--- config.mk ---
export PLATFORM = sky130hd
export DESIGN_NAME = sacf_frame
export DESIGN_NICKNAME = d
export VERILOG_FILES = /design/src/sacf_pkg.sv /design/src/sacf_frame.sv /design/src/sacf_fifo.sv
export VERILOG_INCLUDE_DIRS = /design/src /design/src/src
export SDC_FILE = /design/constraint.sdc
export NUM_CORES = 1
export LEC_CHECK = 0
export BUFFER_PORTS_ARGS = -buffer_cell sky130_fd_sc_hd__buf_2
export CORE_AREA = 4 4 217 166
export DETAILED_ROUTE_END_ITERATION = 7
export DIE_AREA = 0 0 221 170
export GPL_TIMING_DRIVEN = 0
export MAX_ROUTING_LAYER = met4
export PLACE_DENSITY = 0.59
export RECOVER_POWER = 50
export SLEW_MARGIN = 20
export SYNTH_ARGS = -nofsm -noshare
export SYNTH_HDL_FRONTEND = slang
export SYNTH_SLANG_ARGS = --single-unit
--- constraint.sdc ---
create_clock -name CLK -period 4 [get_ports CLK]
set_input_delay 0.4 -clock CLK [delete_from_list [all_inputs] [get_ports CLK]]
set_output_delay 0.4 -clock CLK [all_outputs]
set_load 0.05 [all_outputs]
--- src/sacf_map.svh ---
// Purpose: named positions and counts for the serial conversion frame
// Assumes: included by its bare name from the design files
// Notes:   definitions only
`ifndef SACF_MAP_SVH
`define SACF_MAP_SVH

// serial clocks in one conversion
`define SACF_CONV_CLKS      5'd16
// last falling edge of the track phase
`define SACF_TRACK_LAST     5'd3
// falling edge that starts hold and convert
`define SACF_HOLD_FALL      5'd4
// last falling edge that shifts out a leading zero
`define SACF_ZERO_LAST      5'd4
// rising edge that completes the control byte
`define SACF_CTRL_LAST      5'd8
// channel field inside the control byte
`define SACF_CHAN_MSB       5
`define SACF_CHAN_LSB       3
// trial code loaded at the start of hold
`define SACF_TRIAL_START    12'h800
// index of the synchronised pins in the pin vector
`define SACF_PIN_CS         0
`define SACF_PIN_SCLK       1
`define SACF_PIN_DIN        2
// reset state of the pin filter: chip select high, clock and data low
`define SACF_PIN_IDLE       3'h1

`endif

--- src/sacf_pkg.sv ---
// Purpose: shared types of the serial conversion frame
// Assumes: nothing
// Notes:   one result word as it leaves the block
package sacf_pkg;

  // converted channel and its straight-binary code
  typedef struct packed {
    logic [2:0]  chan;
    logic [11:0] code;
  } sacf_result_t;

endpackage

--- src/sacf_frame.sv ---
// Purpose: digital side of an eight-channel 12-bit SAR converter with serial result output
// Assumes: pins are sampled by CLK; serial clock well below a third of CLK
// Notes:   analog mux, DAC and comparator sit outside; the DAC adds the half-step offset
`timescale 1ns/1ps
`default_nettype none
`include "sacf_map.svh"

// What this block does
// - eight channels share one SAR core giving a 12-bit result per conversion
// - one result every 16 serial clocks, up to one million samples per second
// - results are unsigned straight binary, zero at the bottom of range
// - one code step is analog supply over 4096; twelve bits span it
// - first transition at half a step, each later one a full step on
// - transitions midway between integer step voltages, half-step offset
// - frame runs chip-select fall to rise, whole multiples of 16 rising edges
// - track three clocks, convert thirteen; four zeros then result MSB first
// - first eight rising edges load control byte; bits 5..3 pick next channel
// - output driven only while chip select low; high gates the serial clock
module sacf_frame #(
  parameter int RES_W      = 12,
  parameter int FIFO_DEPTH = 16
) (
  // clock and reset
  input  wire logic                 CLK,
  input  wire logic                 ARST_N,
  // serial pins
  input  wire logic                 CS_N,
  input  wire logic                 SCLK,
  input  wire logic                 DIN,
  output logic                      DOUT,
  output logic                      DOUT_OE,
  // analog core
  output logic [2:0]                CHANNEL_SEL,
  output logic                      TRACK,
  output logic [RES_W-1:0]          TRIAL_CODE,
  input  wire logic                 COMP_ABOVE,
  // result stream
  output logic                      RESULT_VALID,
  input  wire logic                 RESULT_READY,
  output sacf_pkg::sacf_result_t    RESULT_DATA,
  output logic                      OVERRUN
);
  import sacf_pkg::*;

  // the trial code and result word are laid out for twelve bits
  if (RES_W != 12) begin : g_bad_width
    $error("sacf_frame serves a 12-bit result only");
  end

  // one SAR step: settle bit b, then try the next lower bit
  function automatic logic [11:0] sar_step(input logic [11:0] trial, input logic [3:0] b, input logic above);
    logic [11:0] t;
    t    = trial;
    t[b] = above;
    if (b != 4'h0) t[b-4'h1] = 1'b1;
    return t;
  endfunction

  // three-stage pin sampling with agreement filter
  logic [2:0] s1_q;
  logic [2:0] s2_q;
  logic [2:0] s3_q;
  logic [2:0] pin_q;
  wire  [2:0] pin_d = (s2_q & s3_q) | (pin_q & (s2_q ^ s3_q));

  always_ff @(posedge CLK or negedge ARST_N) begin
    if (!ARST_N) begin
      s1_q  <= `SACF_PIN_IDLE;
      s2_q  <= `SACF_PIN_IDLE;
      s3_q  <= `SACF_PIN_IDLE;
      pin_q <= `SACF_PIN_IDLE;
    end else begin
      s1_q  <= {DIN, SCLK, CS_N};
      s2_q  <= s1_q;
      s3_q  <= s2_q;
      pin_q <= pin_d;
    end
  end

  // frame and serial clock events
  logic [4:0]  fall_cnt_q;
  logic [4:0]  fall_cnt_d;
  wire         act_d     = !pin_d[`SACF_PIN_CS];
  wire         start_ev  = pin_q[`SACF_PIN_CS] && act_d;
  wire         sclk_fall = pin_q[`SACF_PIN_SCLK] && !pin_d[`SACF_PIN_SCLK];
  wire         sclk_rise = !pin_q[`SACF_PIN_SCLK] && pin_d[`SACF_PIN_SCLK];
  // chip select low with clock low counts as the first falling edge
  wire         start_low = start_ev && !pin_d[`SACF_PIN_SCLK];
  wire         fall_ev   = act_d && !start_ev && sclk_fall;
  wire         rise_ev   = act_d && !start_ev && sclk_rise && (fall_cnt_q != 5'd0);
  wire         enter     = start_low || fall_ev;
  wire         in_zeros  = (fall_cnt_d <= `SACF_ZERO_LAST);
  wire [3:0]   bit_idx   = 4'(`SACF_CONV_CLKS - fall_cnt_d);

  // falling-edge index within the current conversion, wraps after 16
  assign fall_cnt_d = !act_d     ? 5'd0 :
                      start_ev   ? (start_low ? 5'd1 : 5'd0) :
                      fall_ev    ? ((fall_cnt_q == `SACF_CONV_CLKS) ? 5'd1 :
                                    fall_cnt_q + 5'd1) :
                      fall_cnt_q;

  // converter state
  logic [7:0]        ctrl_q;
  logic [2:0]        next_chan_q;
  logic [2:0]        chan_q;
  logic [11:0]       trial_q;
  logic [11:0]       trial_d;
  logic              dout_q;
  logic              oe_q;
  logic              overrun_q;
  logic              push;
  logic              push_ready;
  sacf_result_t      push_word;

  // SAR walk: load at hold start, one bit per falling edge from the fifth
  assign trial_d = !enter                         ? trial_q :
                   (fall_cnt_d == `SACF_HOLD_FALL) ? `SACF_TRIAL_START :
                   in_zeros                        ? trial_q :
                   sar_step(trial_q, bit_idx, COMP_ABOVE);

  always_ff @(posedge CLK or negedge ARST_N) begin
    if (!ARST_N) begin
      fall_cnt_q <= 5'd0;
      trial_q    <= 12'h000;
    end else begin
      fall_cnt_q <= fall_cnt_d;
      trial_q    <= trial_d;
    end
  end

  // serial output: zeros on edges 1..4, decided bits MSB first on 5..16
  always_ff @(posedge CLK or negedge ARST_N) begin
    if (!ARST_N) begin
      dout_q <= 1'b0;
      oe_q   <= 1'b0;
    end else begin
      oe_q <= act_d;
      if (!act_d) dout_q <= 1'b0;
      else if (enter) dout_q <= in_zeros ? 1'b0 : COMP_ABOVE;
    end
  end

  // control byte on rising edges 1..8; channel taken at the next conversion
  always_ff @(posedge CLK or negedge ARST_N) begin
    if (!ARST_N) begin
      ctrl_q      <= 8'h00;
      next_chan_q <= 3'h0;
      chan_q      <= 3'h0;
    end else begin
      if (rise_ev && fall_cnt_q <= `SACF_CTRL_LAST)
        ctrl_q <= {ctrl_q[6:0], pin_d[`SACF_PIN_DIN]};
      if (rise_ev && fall_cnt_q == `SACF_CTRL_LAST)
        next_chan_q <= ctrl_q[`SACF_CHAN_MSB-1:`SACF_CHAN_LSB-1];
      if (enter && fall_cnt_d == 5'd1)
        chan_q <= next_chan_q;
    end
  end

  // a finished code leaves on the sixteenth rising edge
  assign push           = rise_ev && (fall_cnt_q == `SACF_CONV_CLKS);
  assign push_word      = '{chan: chan_q, code: trial_q};

  // full buffer drops the word and flags it for one cycle
  always_ff @(posedge CLK or negedge ARST_N) begin
    if (!ARST_N) overrun_q <= 1'b0;
    else         overrun_q <= push && !push_ready;
  end

  sacf_fifo #(
    .W     ($bits(sacf_result_t)),
    .DEPTH (FIFO_DEPTH)
  ) u_fifo (
    .clk       (CLK),
    .arst_n    (ARST_N),
    .in_valid  (push),
    .in_ready  (push_ready),
    .in_data   (push_word),
    .out_valid (RESULT_VALID),
    .out_ready (RESULT_READY),
    .out_data  (RESULT_DATA)
  );

  // outputs
  assign DOUT        = dout_q;
  assign DOUT_OE     = oe_q;
  assign CHANNEL_SEL = chan_q;
  assign TRIAL_CODE  = trial_q;
  assign OVERRUN     = overrun_q;
  assign TRACK       = oe_q && (fall_cnt_q != 5'd0) && (fall_cnt_q <= `SACF_TRACK_LAST);
endmodule // sacf_frame
`default_nettype wire

--- src/sacf_fifo.sv ---
// Purpose: result buffer with valid and ready on both sides
// Assumes: one clock, asynchronous active-low reset
// Notes:   depth must be a power of two
`timescale 1ns/1ps
`default_nettype none
module sacf_fifo #(
  parameter int W     = 15,
  parameter int DEPTH = 16
) (
  // clock and reset
  input  wire logic         clk,
  input  wire logic         arst_n,
  // filling side
  input  wire logic         in_valid,
  output logic              in_ready,
  input  wire logic [W-1:0] in_data,
  // draining side
  output logic              out_valid,
  input  wire logic         out_ready,
  output logic [W-1:0]      out_data
);
  import sacf_pkg::*;

  localparam int AW = $clog2(DEPTH);

  // refuse depths the pointer wrap cannot serve
  if (DEPTH < 2 || (1 << AW) != DEPTH) begin : g_bad_depth
    $error("sacf_fifo depth must be a power of two of at least 2");
  end

  logic [W-1:0] mem_q [DEPTH];
  logic [AW:0]  wr_q;
  logic [AW:0]  rd_q;
  wire          full  = (wr_q[AW] != rd_q[AW]) && (wr_q[AW-1:0] == rd_q[AW-1:0]);
  wire          empty = (wr_q == rd_q);
  wire          push  = in_valid && !full;
  wire          pop   = out_valid && out_ready;

  // handshake and head word
  assign in_ready  = !full;
  assign out_valid = !empty;
  assign out_data  = mem_q[rd_q[AW-1:0]];

  // pointers
  always_ff @(posedge clk or negedge arst_n) begin
    if (!arst_n) begin
      wr_q <= '0;
      rd_q <= '0;
    end else begin
      if (push) wr_q <= wr_q + 1'b1;
      if (pop)  rd_q <= rd_q + 1'b1;
    end
  end

  // storage, no reset needed
  always_ff @(posedge clk) begin
    if (push) mem_q[wr_q[AW-1:0]] <= in_data;
  end
endmodule // sacf_fifo
`default_nettype wire

==> metrics.md <==
| Metric | Value |
|---|---|
| Failing checks | max-capacitance violations, max-slew violations |
| Antenna Nets Post-Route | 0 |
| Ratio of final minimum period to clock period | between 90 and 100% |
| Layout cell share with drive strength beyond 1 | roughly 32% |
| # DRC | 0 |
| Routed via count | between 5000 and 6000 |
| Kind of critical path | flop to primary output |
| Drt pass-1 iters | 5 |
| DP Cell Count | 1110 |
| CTS root buf | clkbuf_16 |
| EDFF count, synth | 240 |
| Max-Cap Viols | 1 |
| Initial core utilization | 34.55% |
| DP HPWL | ~18 mm |
| Synth async-reset ratio | 18.09% |
| Fin Hold WS | about 0.18 ns |
| Clk sinks | ~290 |
| Die H | ~170 um |
| Post-Layout Cell Count | 1163 |
| Status | finished with violations |
| Max-Slew Margin vs Limit | -93.88% |
| Number of DRC markers in iteration 0 | 656 |
| FF-to-FF setup slack | 0.69 ns |
| Unrepaired setup endpoints after global routing | false |
| Area grow syn2layout | 15.88% |
| Clock power share | between 40% and 50% |
| Max IR drop VDD | 0.2518 mV |
| Reg clk slew, reported paths | ~0.070 ns |
| Max-slew violations | 54 |
| # port buffers | 41 |
| Sequential element share of the synthesized area | just over 70% |
| Final wirelength | between 20 and 30 mm |
| Htree depth | 1 |
| Avg Cell Area, Syn | around 20 sq um |
| Net Count, Synth | 609 |
| Sequential power share | between 50 and 60% |
| Cells after Synth | about 600 |
| Commonest non-fill, non-tap cells in the layout | 240 x edfxtp_1, 75 x mux4_2, 49 x dfrtp_1 |
| Hold crit path type | input port to flop |
| Via/cell ratio | between 5 and 6 |
| CTS tree | yes |
| Power per cell area | 426.9 nW/um^2 |
| Total power | slightly below 6 mW |
| All-Layer GR Usage | 14.19% |
| Sw Pwr | ~1.2 mW |
| Die area | about 38000 sq um |
| Clk buf depth | 3 |
| Worst Path Arrival | roughly 3.2 ns |
| Min Tclk post-route | 3.634 ns |
| Flops & latches, synth | approximately 300 |
| Final hold violation count | 0 |
| Internal | roughly 4.6 mW |
| Drt wl/cell | approximately 22 um |
| Required @ worst endpoint | about 3.6 ns |
| Worst-Margin Slew | 2.908 ns |
| Final setup vio count | 0 |
| FP Rows | 59 |
| Synthesized area | between 10000 and 15000 sq um |
| Synth warn | 0 |
| Peak fanout along the critical path | 10 |
| Core Util, Final | between 40% and 50% |
| P_leak | between 4 and 5 nW |
| Logic pwr share | under 10% |
| IO Count | between 40 and 50 |
| Worst Skew | roughly 0.012 ns |
| Top FF cell, synth | edfxtp_1 |
| Nets | about 700 |
| CP startpoint kind | flop |
| FMAX | around 280 MHz |
| Element type at the critical path end | primary output |
| RD Place Congestion | about 0.84 |
| Via count of the first global-routing pass | roughly 6200 |
| Initial antenna violation count | 0 |
| Total gr overflow | 0 |
| Clock latency on the worst-skew pair | between 0.5 and 0.6 ns |
| Core Area | 34110 sq um |
| First-pass GRT wire length | around 39 mm |
| Commonest non-fill, non-tap cell in the layout | edfxtp_1 |
| Chip width | 221 um |
| Unique masters post-synth | 64 |
| Num CTS Buffers | 27 |
| Largest net degree at the start of global routing | 54 |
| Sw Share | a little over 20% |
==> worst max-delay path, stage by stage (launching register included) <==
cell	delay, ns
dfrtp_1	0.34
buf_1	0.46
clkbuf_1	0.73
mux4_2	0.43
mux4_2	0.48
buf_2	0.23
==> state kept, by name, summed over array words and instances, names as in the netlist <==
name,cells
OVERRUN,1
ctrl_q,5
CHANNEL_SEL,3
DOUT_OE,1
s3_q,3
u_fifo.wr_q,5
u_fifo.rd_q,5
u_fifo.mem_q,240
next_chan_q,3
TRIAL_CODE,12
pin_q,3
s1_q,3
fall_cnt_q,5
s2_q,3
DOUT,1
==> metrics by stage <==
step                instance area [sq um]  worst slack (ns)  setup TNS, ns
finish                              13660            0.3663              0
global route                        13650            0.1772              0
CTS                                 13670            0.2875              0
detailed placement                  12830            0.6534              0
global placement                    12560           -0.8590         -49.79
floorplan                           11790            0.8405              0
==> power groups by stage <==
stage	Combinational, mW	Sequential (mW)	Clock, mW
after floorplan	0.101	3.38	0
after global placement	0.156	3.38	0
after detailed placement	0.158	3.38	0
after CTS	0.161	3.32	2.43
after global routing	0.177	3.32	2.57
final	0.160	3.32	2.35
==> final timing paths <==
kind	cells past startpoint	to	start
hold reg to reg	0	s2_q[2]	s1_q[2]
max in group asynchronous	2	TRIAL_CODE[5]	ARST_N
hold / removal	2	DOUT	COMP_ABOVE
setup reg to reg	7	u_fifo.mem_q[7][3]	s2_q[0]
min in group asynchronous	2	fall_cnt_q[1]	ARST_N
setup / recovery	5	RESULT_DATA[9]	u_fifo.rd_q[1]
==> what timing repair did <==
action                    CTS  global route
hold endpoints to repair   52             0
resized for setup           0             0
hold buffers                4             0
setup buffers               0             0
==> kinds of logic after synthesis <==
| logic type | count (synthesis) | share of synthesized area (%) |
|---|---|---|
| AO/OA/AOI/OAI | 54 | 3.440 |
| XOR/XNOR | 15 | 1.115 |
| adder cells (fa/ha/maj) | 10 | 1.062 |
| buffers and inverters | 41 | 1.656 |
| flip-flops | 293 | 72.45 |
| multiplexers | 89 | 15.66 |
| AND/OR/NAND/NOR | 90 | 4.618 |
==> Yosys cell counts (all sizes together), types with 2 or more instances <==
master	number	area (sq um)
buf	13	80.07
a21oi	10	53.80
o21ai	9	45.04
nor2	24	106.4
xnor2	8	70.07
a211oi	3	22.52
a22o	4	35.03
and3	2	12.51
o22ai	3	18.77
nand4	4	25.02
clkbuf	14	57.55
nor3b	2	20.02
xor2	7	61.31
and2	2	12.51
or2	3	21.28
edfxtp	240	7207
o31ai	3	22.52
a31oi	6	52.55
o21a	2	15.01
mux4	75	1689
o311a	2	20.02
nor2b	2	12.51
a211o	2	17.52
nor4b	2	17.52
nor3	8	40.04
nand3	4	20.02
o32ai	2	17.52
nand4bb	2	22.52
nand2b	3	18.77
dfstp	4	105.1
nor4	10	105.1
ha	10	125.1
inv	14	57.56
nand2	17	63.81
dfrtp	49	1226
mux2	13	146.4
==> routing by layer <==
layer	wire (um)	GRT usage [%]	vias to the layer above
li1	-	-	2609
met1	11790	19.60	3160
met2	12310	22.72	160
met3	1217	2.604	24
met4	330	2.278	0
met5	0	-	-
==> final cells by class <==
cell class / count / area [sq um]
flip-flops and latches: 293 / 8538
clock inverters: 14 / 93.84
diodes: 1 / 2.502
multi-input cells: 258 / 3095
fillers: 3094 / 20450
inverters: 14 / 57.56
well taps: 457 / 571.8
plain buffers: 27 / 137.6
clock buffers: 34 / 701.9
repair buffers: 65 / 457.9
(Power assumes the default switching activity.)
